$ cat config.mk
export PLATFORM = sky130hd
export DESIGN_NAME = dccu_top
export DESIGN_NICKNAME = d
export VERILOG_FILES = /design/src/shared/dccu_pkg.sv /design/src/logic/dccu_top.sv
export SDC_FILE = /design/constraint.sdc
export NUM_CORES = 1
export LEC_CHECK = 0
export ABC_AREA = 0
export BUFFER_PORTS_ARGS = -buffer_cell sky130_fd_sc_hd__buf_2
export CAP_MARGIN = 15
export CORE_ASPECT_RATIO = 1.1
export CORE_MARGIN = 2
export CORE_UTILIZATION = 45
export DETAILED_ROUTE_END_ITERATION = 10
export PLACE_DENSITY = 0.68
export SYNTH_ARGS = -nofsm -noshare
export SYNTH_HDL_FRONTEND = slang
export SYNTH_SLANG_ARGS = --single-unit
$ cat constraint.sdc
create_clock -name ref_clk -period 9.6 [get_ports ref_clk]
set_clock_uncertainty 0.2 [all_clocks]
set_input_delay 1.92 -clock ref_clk [delete_from_list [all_inputs] [get_ports ref_clk]]
set_output_delay 1.92 -clock ref_clk [all_outputs]
set_load 0.1 [all_outputs]
$ cat src/shared/dccu_pkg.sv
/*
  dccu_pkg: constants, types and register map of the dual capture/compare unit.
  Assumes a 32-bit Avalon-MM register bus with byte addressing.
*/
package dccu_pkg;

  // ---------------------------------------------------------------
  // register indices, byte address divided by four
  // ---------------------------------------------------------------
  localparam logic [7:0] CH1_CTRL_IDX  = 8'h17;
  localparam logic [7:0] CH2_CTRL_IDX  = 8'h1d;
  localparam logic [7:0] CH1_LOW_IDX   = 8'h15;
  localparam logic [7:0] CH1_HIGH_IDX  = 8'h16;
  localparam logic [7:0] CH2_LOW_IDX   = 8'h1b;
  localparam logic [7:0] CH2_HIGH_IDX  = 8'h1c;
  localparam logic [7:0] FLAGS_IDX     = 8'h20;
  localparam logic [7:0] IRQ_EN_IDX    = 8'h21;
  localparam logic [7:0] PORT_IDX      = 8'h22;
  localparam logic [7:0] STATUS_IDX    = 8'h23;

  // ---------------------------------------------------------------
  // control fields and reset values
  // ---------------------------------------------------------------
  localparam int         MODE_LSB      = 0;
  localparam int         DUTY_LSB      = 4;
  localparam logic [7:0] CTRL_RESET    = 8'h00;
  localparam logic [5:0] CTRL_WMASK    = 6'h3f;
  localparam logic [3:0] PRESCALE_16   = 4'hf;
  localparam logic [1:0] PRESCALE_4    = 2'h3;

  // mode field encodings
  typedef enum logic [3:0] {
    DCCU_OFF      = 4'h0,
    DCCU_CAP_FALL = 4'h4,
    DCCU_CAP_RISE = 4'h5,
    DCCU_CAP_4TH  = 4'h6,
    DCCU_CAP_16TH = 4'h7,
    DCCU_CMP_SET  = 4'h8,
    DCCU_CMP_CLR  = 4'h9,
    DCCU_CMP_SOFT = 4'ha,
    DCCU_CMP_TRIG = 4'hb
  } dccu_mode_t;

  // bus slave states, gray along idle -> answer
  typedef enum logic [1:0] {
    DCCU_IDLE = 2'b00,
    DCCU_ANS  = 2'b01
  } dccu_bus_t;

  // per-channel timer-facing events
  typedef struct packed {
    logic       capture;
    logic       match;
    logic       trigger;
  } dccu_evt_t;

endpackage : dccu_pkg

$ cat src/logic/dccu_top.sv
/*
  dccu_top: two capture/compare/PWM channels with an Avalon-MM register slave.
  Assumes the 16-bit wide timer and the 10-bit period timer live outside;
  their counts arrive on ref_clk, the capture pins arrive asynchronously.

  // Operation
  // capture copies full 16-bit timer count
  // falling, rising, 4th, 16th rising edge
  // capture sets flag, software clears it
  // new capture overwrites unread value
  // port write on output pin can capture
  // mode change may set flag spuriously
  // prescaler held zero outside capture modes
  // reset clears both prescaler counters
  // prescale change keeps prescaler count
  // compare register against timer continuously
  // match sets, clears or keeps pin, flags
  // cleared control forces compare latch low
  // mode field encodes off, capture, compare, pwm
  // software-flag mode leaves pin untouched
  // channel one trigger resets wide timer
  // channel two trigger also starts conversion
  // trigger reset never sets overflow flag
  // control bits 5:4 are duty lsbs
  // pwm uses period timer, others wide timer
  // software keeps wide timer synchronous for capture
  // software keeps wide timer synchronous for compare
  // two-flop synchroniser before edge detection
*/
`timescale 1ns/1ps
`default_nettype none

module dccu_top
  import dccu_pkg::*;
(
  // clock and reset
  input  wire logic        ref_clk,
  input  wire logic        sys_rst,
  // avalon-mm slave
  input  wire logic [9:0]  avs_address,
  input  wire logic        avs_read,
  input  wire logic        avs_write,
  input  wire logic [31:0] avs_writedata,
  input  wire logic [3:0]  avs_byteenable,
  output logic      [31:0] avs_readdata,
  output logic             avs_waitrequest,
  output logic      [1:0]  avs_response,
  // time bases
  input  wire logic [15:0] wide_timer_count,
  input  wire logic        wide_timer_tick,
  input  wire logic [9:0]  period_timer_count,
  input  wire logic        period_timer_wrap,
  // channel pins
  input  wire logic [1:0]  channel_pin_in,
  output logic      [1:0]  channel_pin_out,
  output logic      [1:0]  channel_pin_oe_n,
  // system side
  input  wire logic        adc_enabled,
  output logic             wide_timer_reset,
  output logic             adc_go,
  output logic      [1:0]  channel_flag
);

  // ---------------------------------------------------------------
  // register storage
  // ---------------------------------------------------------------
  logic [5:0]  ctrl_ff     [2];
  logic [7:0]  low_ff      [2];
  logic [7:0]  high_ff     [2];
  logic [1:0]  duty_lsb_ff [2];
  logic [1:0]  flag_ff;
  logic [1:0]  irq_en_ff;
  logic [1:0]  port_dir_ff;
  logic [1:0]  port_data_ff;
  logic [1:0]  sync1_ff;
  logic [1:0]  sync2_ff;
  logic [1:0]  pin_prev_ff;
  logic [3:0]  psc_ff      [2];
  logic [1:0]  cmp_latch_ff;
  logic [1:0]  pwm_out_ff;
  dccu_bus_t   bus_ff;
  logic [31:0] rdata_ff;
  logic [1:0]  resp_ff;
  logic        wait_ff;
  logic        trig_ff;
  logic        go_ff;
  dccu_evt_t   evt [2];

  // ---------------------------------------------------------------
  // bus decode
  // ---------------------------------------------------------------
  wire       req       = (avs_read | avs_write) & (bus_ff == DCCU_IDLE);
  wire [7:0] idx       = avs_address[9:2];
  wire       wr_go     = (bus_ff == DCCU_ANS) & avs_write & avs_byteenable[0];
  wire       hit_c1    = (idx == CH1_CTRL_IDX);
  wire       hit_c2    = (idx == CH2_CTRL_IDX);
  wire       hit_l1    = (idx == CH1_LOW_IDX);
  wire       hit_h1    = (idx == CH1_HIGH_IDX);
  wire       hit_l2    = (idx == CH2_LOW_IDX);
  wire       hit_h2    = (idx == CH2_HIGH_IDX);
  wire       hit_fl    = (idx == FLAGS_IDX);
  wire       hit_ie    = (idx == IRQ_EN_IDX);
  wire       hit_pt    = (idx == PORT_IDX);
  wire       hit_st    = (idx == STATUS_IDX);
  wire       mapped    = hit_c1 | hit_c2 | hit_l1 | hit_h1 | hit_l2 | hit_h2 |
                         hit_fl | hit_ie | hit_pt | hit_st;
  wire [1:0] wr_ctrl   = {wr_go & hit_c2, wr_go & hit_c1};
  wire [1:0] wr_low    = {wr_go & hit_l2, wr_go & hit_l1};
  wire [1:0] wr_high   = {wr_go & hit_h2, wr_go & hit_h1};
  wire       wr_flag   = wr_go & hit_fl;
  wire       wr_ie     = wr_go & hit_ie;
  wire       wr_port   = wr_go & hit_pt;

  // pin level seen by the capture logic: synchronised pin input, also when output
  wire [1:0] pin_level = sync2_ff;

  wire [31:0] rd_mux =
      hit_c1 ? {24'h0, 2'h0, duty_lsb_ff[0], ctrl_ff[0][3:0]} :
      hit_c2 ? {24'h0, 2'h0, duty_lsb_ff[1], ctrl_ff[1][3:0]} :
      hit_l1 ? {24'h0, low_ff[0]} :
      hit_h1 ? {24'h0, high_ff[0]} :
      hit_l2 ? {24'h0, low_ff[1]} :
      hit_h2 ? {24'h0, high_ff[1]} :
      hit_fl ? {30'h0, flag_ff} :
      hit_ie ? {30'h0, irq_en_ff} :
      hit_pt ? {28'h0, port_dir_ff, port_data_ff} :
      hit_st ? {28'h0, pin_level, cmp_latch_ff} : 32'h0;

  // ---------------------------------------------------------------
  // per-channel logic
  // ---------------------------------------------------------------
  genvar g;
  generate
    for (g = 0; g < 2; g++) begin : g_ch
      wire [3:0] mode     = ctrl_ff[g][3:0];
      wire       is_cap   = (mode[3:2] == 2'b01);
      wire       is_cmp   = (mode[3:2] == 2'b10);
      wire       is_pwm   = (mode[3:2] == 2'b11);
      wire       rise     = pin_level[g] & ~pin_prev_ff[g];
      wire       fall     = ~pin_level[g] & pin_prev_ff[g];
      wire [3:0] psc_inc  = psc_ff[g] + 4'h1;
      wire       psc_done = (mode == DCCU_CAP_4TH)  ? (psc_ff[g][1:0] == PRESCALE_4) :
                            (mode == DCCU_CAP_16TH) ? (psc_ff[g] == PRESCALE_16) : 1'b1;
      // fall for code 4, rise for others, prescaled 4th/16th
      wire       cap_edge = is_cap & ((mode == DCCU_CAP_FALL) ? fall : rise);
      wire       capture  = cap_edge & psc_done;
      // equality checked on each timer update
      wire       match    = is_cmp & wide_timer_tick &
                            ({high_ff[g], low_ff[g]} == wide_timer_count);
      wire [9:0] duty     = {low_ff[g], duty_lsb_ff[g]};
      wire [9:0] duty_act = {high_ff[g], 2'h0} | {8'h0, duty_lsb_ff[g]};

      assign evt[g] = '{capture: capture, match: match, trigger: match & (mode == DCCU_CMP_TRIG)};

      always_ff @(posedge ref_clk or posedge sys_rst) begin
        if (sys_rst) begin
          psc_ff[g] <= 4'h0;
        end else if (!is_cap) begin
          psc_ff[g] <= 4'h0;
        end else if (cap_edge) begin
          // a capture-mode change does not clear the count
          psc_ff[g] <= capture ? 4'h0 : psc_inc;
        end
      end

      always_ff @(posedge ref_clk or posedge sys_rst) begin
        if (sys_rst) begin
          low_ff[g]  <= 8'h00;
          high_ff[g] <= 8'h00;
        end else if (capture) begin
          // unread value is simply overwritten
          {high_ff[g], low_ff[g]} <= wide_timer_count;
        end else begin
          if (wr_low[g]) begin
            low_ff[g] <= avs_writedata[7:0];
          end
          if (is_pwm & period_timer_wrap) begin
            high_ff[g] <= low_ff[g];
          end else if (wr_high[g] & ~is_pwm) begin
            high_ff[g] <= avs_writedata[7:0];
          end
        end
      end

      always_ff @(posedge ref_clk or posedge sys_rst) begin
        if (sys_rst) begin
          cmp_latch_ff[g] <= 1'b0;
        end else if (ctrl_ff[g] == CTRL_RESET[5:0]) begin
          cmp_latch_ff[g] <= 1'b0;
        end else if (match & (mode == DCCU_CMP_SET)) begin
          cmp_latch_ff[g] <= 1'b1;
        end else if (match & (mode == DCCU_CMP_CLR)) begin
          cmp_latch_ff[g] <= 1'b0;
        end
      end

      // pwm on the period timer: set at wrap unless zero duty, clear at duty
      always_ff @(posedge ref_clk or posedge sys_rst) begin
        if (sys_rst) begin
          pwm_out_ff[g] <= 1'b0;
        end else if (!is_pwm) begin
          pwm_out_ff[g] <= 1'b0;
        end else if (period_timer_wrap) begin
          pwm_out_ff[g] <= (duty != 10'h0);
        end else if (period_timer_count == duty_act) begin
          pwm_out_ff[g] <= 1'b0;
        end
      end

      always_ff @(posedge ref_clk or posedge sys_rst) begin
        if (sys_rst) begin
          channel_pin_out[g]  <= 1'b0;
          channel_pin_oe_n[g] <= 1'b1;
        end else begin
          channel_pin_oe_n[g] <= port_dir_ff[g];
          channel_pin_out[g]  <= is_pwm ? pwm_out_ff[g] :
                                 is_cmp ? cmp_latch_ff[g] : port_data_ff[g];
        end
      end
    end
  endgenerate

  // ---------------------------------------------------------------
  // control, flags and pins
  // ---------------------------------------------------------------
  wire [1:0] hw_set = {evt[1].capture | evt[1].match,
                       evt[0].capture | evt[0].match};

  always_ff @(posedge ref_clk or posedge sys_rst) begin
    if (sys_rst) begin
      ctrl_ff[0]     <= CTRL_RESET[5:0];
      ctrl_ff[1]     <= CTRL_RESET[5:0];
      duty_lsb_ff[0] <= 2'h0;
      duty_lsb_ff[1] <= 2'h0;
    end else begin
      // mode change may raise a capture flag, left to software
      if (wr_ctrl[0]) begin
        ctrl_ff[0]     <= avs_writedata[5:0] & CTRL_WMASK;
        duty_lsb_ff[0] <= avs_writedata[DUTY_LSB+1:DUTY_LSB];
      end
      if (wr_ctrl[1]) begin
        ctrl_ff[1]     <= avs_writedata[5:0] & CTRL_WMASK;
        duty_lsb_ff[1] <= avs_writedata[DUTY_LSB+1:DUTY_LSB];
      end
    end
  end

  always_ff @(posedge ref_clk or posedge sys_rst) begin
    if (sys_rst) begin
      flag_ff <= 2'h0;
    end else begin
      // write 1 clears; a same-cycle event wins
      flag_ff <= (flag_ff & ~({2{wr_flag}} & avs_writedata[1:0])) | hw_set;
    end
  end

  always_ff @(posedge ref_clk or posedge sys_rst) begin
    if (sys_rst) begin
      irq_en_ff    <= 2'h0;
      port_dir_ff  <= 2'h3;
      port_data_ff <= 2'h0;
    end else begin
      if (wr_ie) begin
        irq_en_ff <= avs_writedata[1:0];
      end
      if (wr_port) begin
        port_data_ff <= avs_writedata[1:0];
        port_dir_ff  <= avs_writedata[3:2];
      end
    end
  end

  // pin returns via synchroniser even when driven, so port writes capture
  always_ff @(posedge ref_clk or posedge sys_rst) begin
    if (sys_rst) begin
      sync1_ff    <= 2'h0;
      sync2_ff    <= 2'h0;
      pin_prev_ff <= 2'h0;
    end else begin
      sync1_ff    <= channel_pin_in;
      sync2_ff    <= sync1_ff;
      pin_prev_ff <= sync2_ff;
    end
  end

  // trigger resets the wide timer, channel two's also starts conversion; no overflow flag path here
  always_ff @(posedge ref_clk or posedge sys_rst) begin
    if (sys_rst) begin
      trig_ff      <= 1'b0;
      go_ff        <= 1'b0;
      channel_flag <= 2'h0;
    end else begin
      trig_ff      <= evt[0].trigger | evt[1].trigger;
      go_ff        <= evt[1].trigger & adc_enabled;
      channel_flag <= flag_ff;
    end
  end

  assign wide_timer_reset = trig_ff;
  assign adc_go           = go_ff;

  // ---------------------------------------------------------------
  // avalon answer: one wait cycle, answer on the second
  // ---------------------------------------------------------------
  always_ff @(posedge ref_clk or posedge sys_rst) begin
    if (sys_rst) begin
      bus_ff   <= DCCU_IDLE;
      wait_ff  <= 1'b1;
      rdata_ff <= 32'h0;
      resp_ff  <= 2'h0;
    end else if (req) begin
      bus_ff   <= DCCU_ANS;
      wait_ff  <= 1'b0;
      rdata_ff <= avs_read ? rd_mux : 32'h0;
      resp_ff  <= mapped ? 2'h0 : 2'h3;
    end else begin
      bus_ff   <= DCCU_IDLE;
      wait_ff  <= 1'b1;
    end
  end

  assign avs_waitrequest = wait_ff;
  assign avs_readdata    = rdata_ff;
  assign avs_response    = resp_ff;

endmodule : dccu_top

`default_nettype wire

==> impl_metrics.prom <==
# TYPE chip_impl_metric gauge
chip_impl_info{name="run_status",value="finished, final reports clean"} 1
chip_impl_metric{name="whs_path_depth",unit=""} 0
chip_impl_metric{name="avgSynthCellArea",unit="sq um"} 9.68
chip_impl_metric{name="post_synthesis_cell_type_count",unit=""} 68
chip_impl_info{name="synthDominantAreaCellType",value="dfrtp_1"} 1
chip_impl_metric{name="pwr-share-seq",unit=""} 0.433
chip_impl_metric{name="peakVddDrop",unit="mV"} 0.104
chip_impl_metric{name="die_y",unit="um"} 122
chip_impl_metric{name="crit_fanout",unit=""} 31
chip_impl_metric{name="final_hold_vios",unit=""} 0
chip_impl_info{name="synth_top_cells_by_area",value="dfrtp_1 37%, mux2_2 9.5%, xor2_1 6.9%, mux2i_1 4.8%, buf_4 3.3%"} 1
chip_impl_metric{name="routed_wl",unit="mm"} 16.9
chip_impl_metric{name="synth-warning-count",unit=""} 0
chip_impl_metric{name="period_share",unit=""} 0.413
chip_impl_metric{name="synth_area",unit="sq mm"} 0.00569
chip_impl_metric{name="via_per_inst",unit=""} 6.04
chip_impl_info{name="worstSetupPathType",value="in -> reg"} 1
chip_impl_metric{name="r2r_cells",unit=""} 4
chip_impl_metric{name="required",unit="ns"} 9.59
chip_impl_metric{name="initial_utilization",unit=""} 0.456
chip_impl_metric{name="syn_to_layout_area_delta",unit="%"} 11.9
chip_impl_info{name="reg2reg_to",value="high_ff[11]"} 1
chip_impl_metric{name="slowest_delay",unit="ns"} 0.69
chip_impl_metric{name="pwr-share-comb",unit=""} 0.178
chip_impl_metric{name="finalPower",unit="uW"} 945
chip_impl_info{name="synth_ff_type",value="dfrtp_1"} 1
chip_impl_info{name="worst_path_cell_trace",value="buf_2 -> nor2b_1 -> nand4_1 -> mux2i_1 -> o21ai_0"} 1
chip_impl_metric{name="floorplan.core_area",unit="sq mm"} 0.0125
chip_impl_metric{name="floorplan.rows",unit=""} 43
chip_impl_metric{name="max-cap-violations",unit=""} 0
chip_impl_info{name="critical-path-slowest-cell",value="nand4_1"} 1
chip_impl_metric{name="cts.htree.levels",unit=""} 3
chip_impl_info{name="layout.cells.most_common",value="dfrtp_1"} 1
chip_impl_metric{name="total_gr_overflow",unit=""} 0
chip_impl_info{name="hold_path_class",value="reg -> reg"} 1
chip_impl_metric{name="r2r_setup_slack",unit="ns"} 6.84
chip_impl_info{name="endpoint_kind",value="flop"} 1
chip_impl_metric{name="clkTransAtPathRegs",unit="ns"} 0.07
chip_impl_metric{name="synth.yosys.seq_area_share",unit=""} 0.393
chip_impl_metric{name="floorplan.die_area",unit="sq mm"} 0.0136
chip_impl_metric{name="cts_buffer_depth",unit=""} 2
chip_impl_metric{name="avgRoutedWirePerCell",unit="um"} 20.9
chip_impl_metric{name="cts_num_sinks",unit=""} 89
chip_impl_metric{name="dp.final_hpwl",unit="mm"} 12.1
chip_impl_metric{name="netlist_instances",unit=""} 588
chip_impl_metric{name="drt_pre_antenna_iters",unit=""} 6
chip_impl_metric{name="chipWidth",unit="um"} 111
chip_impl_info{name="hold_start",value="sync1_ff[0]"} 1
chip_impl_metric{name="tmin_final",unit="ns"} 3.96
chip_impl_metric{name="grt_antenna_before_repair",unit=""} 1
chip_impl_metric{name="first_pass_grt_wire_length",unit="mm"} 26.2
chip_impl_info{name="hold_path_end",value="pin_level[0]"} 1
chip_impl_metric{name="num_io_pins",unit=""} 124
chip_impl_metric{name="p_clk_frac",unit=""} 0.389
chip_impl_metric{name="cts.hold.buffers_added",unit=""} 0
chip_impl_metric{name="route.detailed.drc",unit=""} 0
chip_impl_info{name="grt_setup_unrepaired",value="false"} 1
chip_impl_metric{name="worst_slew_margin_rel",unit=""} 0.289
chip_impl_metric{name="ys_ff_latch",unit=""} 89
chip_impl_metric{name="drive_above_1_share",unit=""} 0.239
chip_impl_metric{name="routed-via-count",unit=""} 4872
chip_impl_metric{name="drt-initial-drc-count",unit=""} 644
chip_impl_metric{name="worst-endpoint-arrival",unit="ns"} 3.96
chip_impl_metric{name="power.net_switching",unit="uW"} 302
chip_impl_info{name="regToRegStartpoint",value="pin_level[0]"} 1
chip_impl_info{name="crit_start_category",value="input pin"} 1
chip_impl_metric{name="synth_enable_flop_cells",unit=""} 0
chip_impl_metric{name="tns",unit="ns"} 0
chip_impl_info{name="most-common-layout-cells",value="84 x dfrtp_1, 70 x buf_2, 50 x nand2_1"} 1
chip_impl_info{name="clk_root_buffer_cell",value="clkbuf_16"} 1
chip_impl_metric{name="power.density_cell_area",unit="mW/mm^2"} 149
chip_impl_info{name="tritoncts",value="yes"} 1
chip_impl_metric{name="final-setup-viol-count",unit=""} 0
chip_impl_metric{name="fillers",unit=""} 1191
chip_impl_metric{name="placed_instances",unit=""} 788
chip_impl_metric{name="num-nets-final",unit=""} 726
chip_impl_metric{name="cellLeakagePower",unit="nW"} 2.95
chip_impl_metric{name="place_congestion",unit=""} 0.958
chip_impl_metric{name="post_cts_setup_buffers",unit=""} 0
chip_impl_metric{name="first_global_vias",unit=""} 4724
chip_impl_metric{name="synth_async_sr_flop_share",unit=""} 1.00
chip_impl_metric{name="worst_pin_slew",unit="ns"} 1.07
chip_impl_metric{name="worstSkewPairLatency",unit="ns"} 0.36
chip_impl_metric{name="maxSlewViolCount",unit=""} 0
chip_impl_metric{name="grtUsageTotal",unit=""} 0.254
chip_impl_metric{name="cts-buffers-inserted",unit=""} 9
chip_impl_metric{name="power_switching_share",unit=""} 0.320
chip_impl_metric{name="final_std_cells_w_o_fill",unit=""} 806
chip_impl_metric{name="cellInternalPower",unit="uW"} 643
chip_impl_metric{name="largest_net_degree_at_the_start_of_global_routing",unit=""} 90
chip_impl_metric{name="achievable-frequency",unit="GHz"} 0.252
chip_impl_metric{name="buffer_ports.inserted",unit=""} 70
chip_impl_metric{name="postCtsResizedCells",unit=""} 0
chip_impl_metric{name="synth_top_area_share",unit=""} 0.369
chip_impl_metric{name="worst_hold_slack",unit="ns"} 0.151
chip_impl_metric{name="route.antenna.remaining_nets",unit=""} 0
[layout make-up]
| type | instances | area (sq um) | share of cell area |
|---|---|---|---|
| clock buffers | 11 | 243 | 0.0381 |
| repair buffers | 73 | 393 | 0.0617 |
| clock inverters | 5 | 61.3 | 0.00963 |
| flip-flops and latches | 89 | 2230 | 0.351 |
| diodes | 1 | 2.50 | 0.000393 |
| multi-input cells | 459 | 3190 | 0.502 |
| well taps | 157 | 196 | 0.0309 |
| inverters | 11 | 42.5 | 0.00669 |
[metal layers]
metal  vias to the layer above  global-route usage  wire, um
li1                       2187                   -         -
met1                      2344               0.327      6870
met2                       276               0.396      7600
met3                        65              0.0637      1540
met4                         0               0.137       874
met5                         -                   0         0
[critical path: cells and delay by family]
kind | cells | cell delay (ns)
buf+inv | 1 | 0.41
compound gates | 1 | 0.11
mux | 1 | 0.34
simple gates | 2 | 1.17
[synthesized netlist by cell type (2+ instances only)]
| cell | instances |
|---|---|
| mux2_2 | 48 |
| mux2i_1 | 27 |
| a221o_1 | 3 |
| a2111oi_0 | 2 |
| nand2b_1 | 8 |
| a32o_1 | 4 |
| o22ai_1 | 4 |
| dfstp_2 | 5 |
| a21boi_0 | 6 |
| a221oi_1 | 2 |
| nor2b_1 | 10 |
| buf_4 | 25 |
| buf_6 | 2 |
| clkbuf_1 | 18 |
| a32oi_1 | 4 |
| nor4_1 | 17 |
| o31ai_1 | 3 |
| o21a_1 | 3 |
| nand4_1 | 13 |
| buf_2 | 4 |
| buf_1 | 3 |
| ha_1 | 2 |
| or2_2 | 2 |
| nor3b_1 | 3 |
| and2_1 | 3 |
| nand2_1 | 50 |
| nor3_1 | 14 |
| inv_1 | 11 |
| xor2_1 | 45 |
| o21ai_0 | 34 |
| and4b_1 | 2 |
| o211ai_1 | 4 |
| mux2_4 | 2 |
| nand3_1 | 19 |
| xnor2_1 | 7 |
| a21oi_1 | 22 |
| o31a_1 | 2 |
| nor4b_2 | 2 |
| nor2_1 | 31 |
| a22o_1 | 4 |
| dfrtp_1 | 84 |
| a21o_1 | 3 |
| and3_1 | 6 |
[worst max-delay path by stage]
stage,from,to
3_5_place_dp,avs_address[2],g_ch[0].duty[3]
4_1_cts,avs_address[7],high_ff[11]
2_1_floorplan,sys_rst,adc_go
3_3_place_gp,avs_address[2],g_ch[0].duty[9]
5_1_grt,avs_address[2],g_ch[0].duty[3]
6_report,avs_address[2],g_ch[0].duty[3]
[flip-flops by register name (all words and copies together) (netlist names)]
name,count
psc_ff,8
avs_response,1
flag_ff,2
channel_flag,2
channel_pin_oe_n,2
adc_go,1
port_dir_ff,2
wide_timer_reset,1
avs_waitrequest,1
g_ch.duty,16
cmp_latch_ff,2
irq_en_ff,2
avs_readdata,8
pwm_out_ff,2
port_data_ff,2
sync1_ff,2
pin_level,2
ctrl_ff,12
bus_ff,1
high_ff,16
pin_prev_ff,2
channel_pin_out,2
[cells by family after synthesis]
group,share of synthesized area
simple gates,0.178
compound gates,0.135
flops,0.393
mux,0.148
buf+inv,0.0616
xor+xnor,0.0801
fa+ha+maj,0.00440
other cells,0.000659
[through the flow]
step                      setup slack, ns  instance area, sq um  utilization
after floorplan                      5.18                  5780            -
after global placement               5.44                  6030        0.483
after detailed placement             5.40                  6030        0.483
after CTS                            5.78                  6330        0.507
after global routing                 5.54                  6360        0.510
final                                5.64                  6360        0.510
[power by group through the flow]
stage          sequential, mW  clock [mW]  combinational [mW]
6_report                0.409       0.368               0.168
5_1_grt                 0.410       0.388               0.180
3_5_place_dp            0.415           0               0.165
3_3_place_gp            0.415           0               0.163
4_1_cts                 0.408       0.374               0.166
2_1_floorplan           0.422           0               0.120
(Power assumes the default switching activity.)
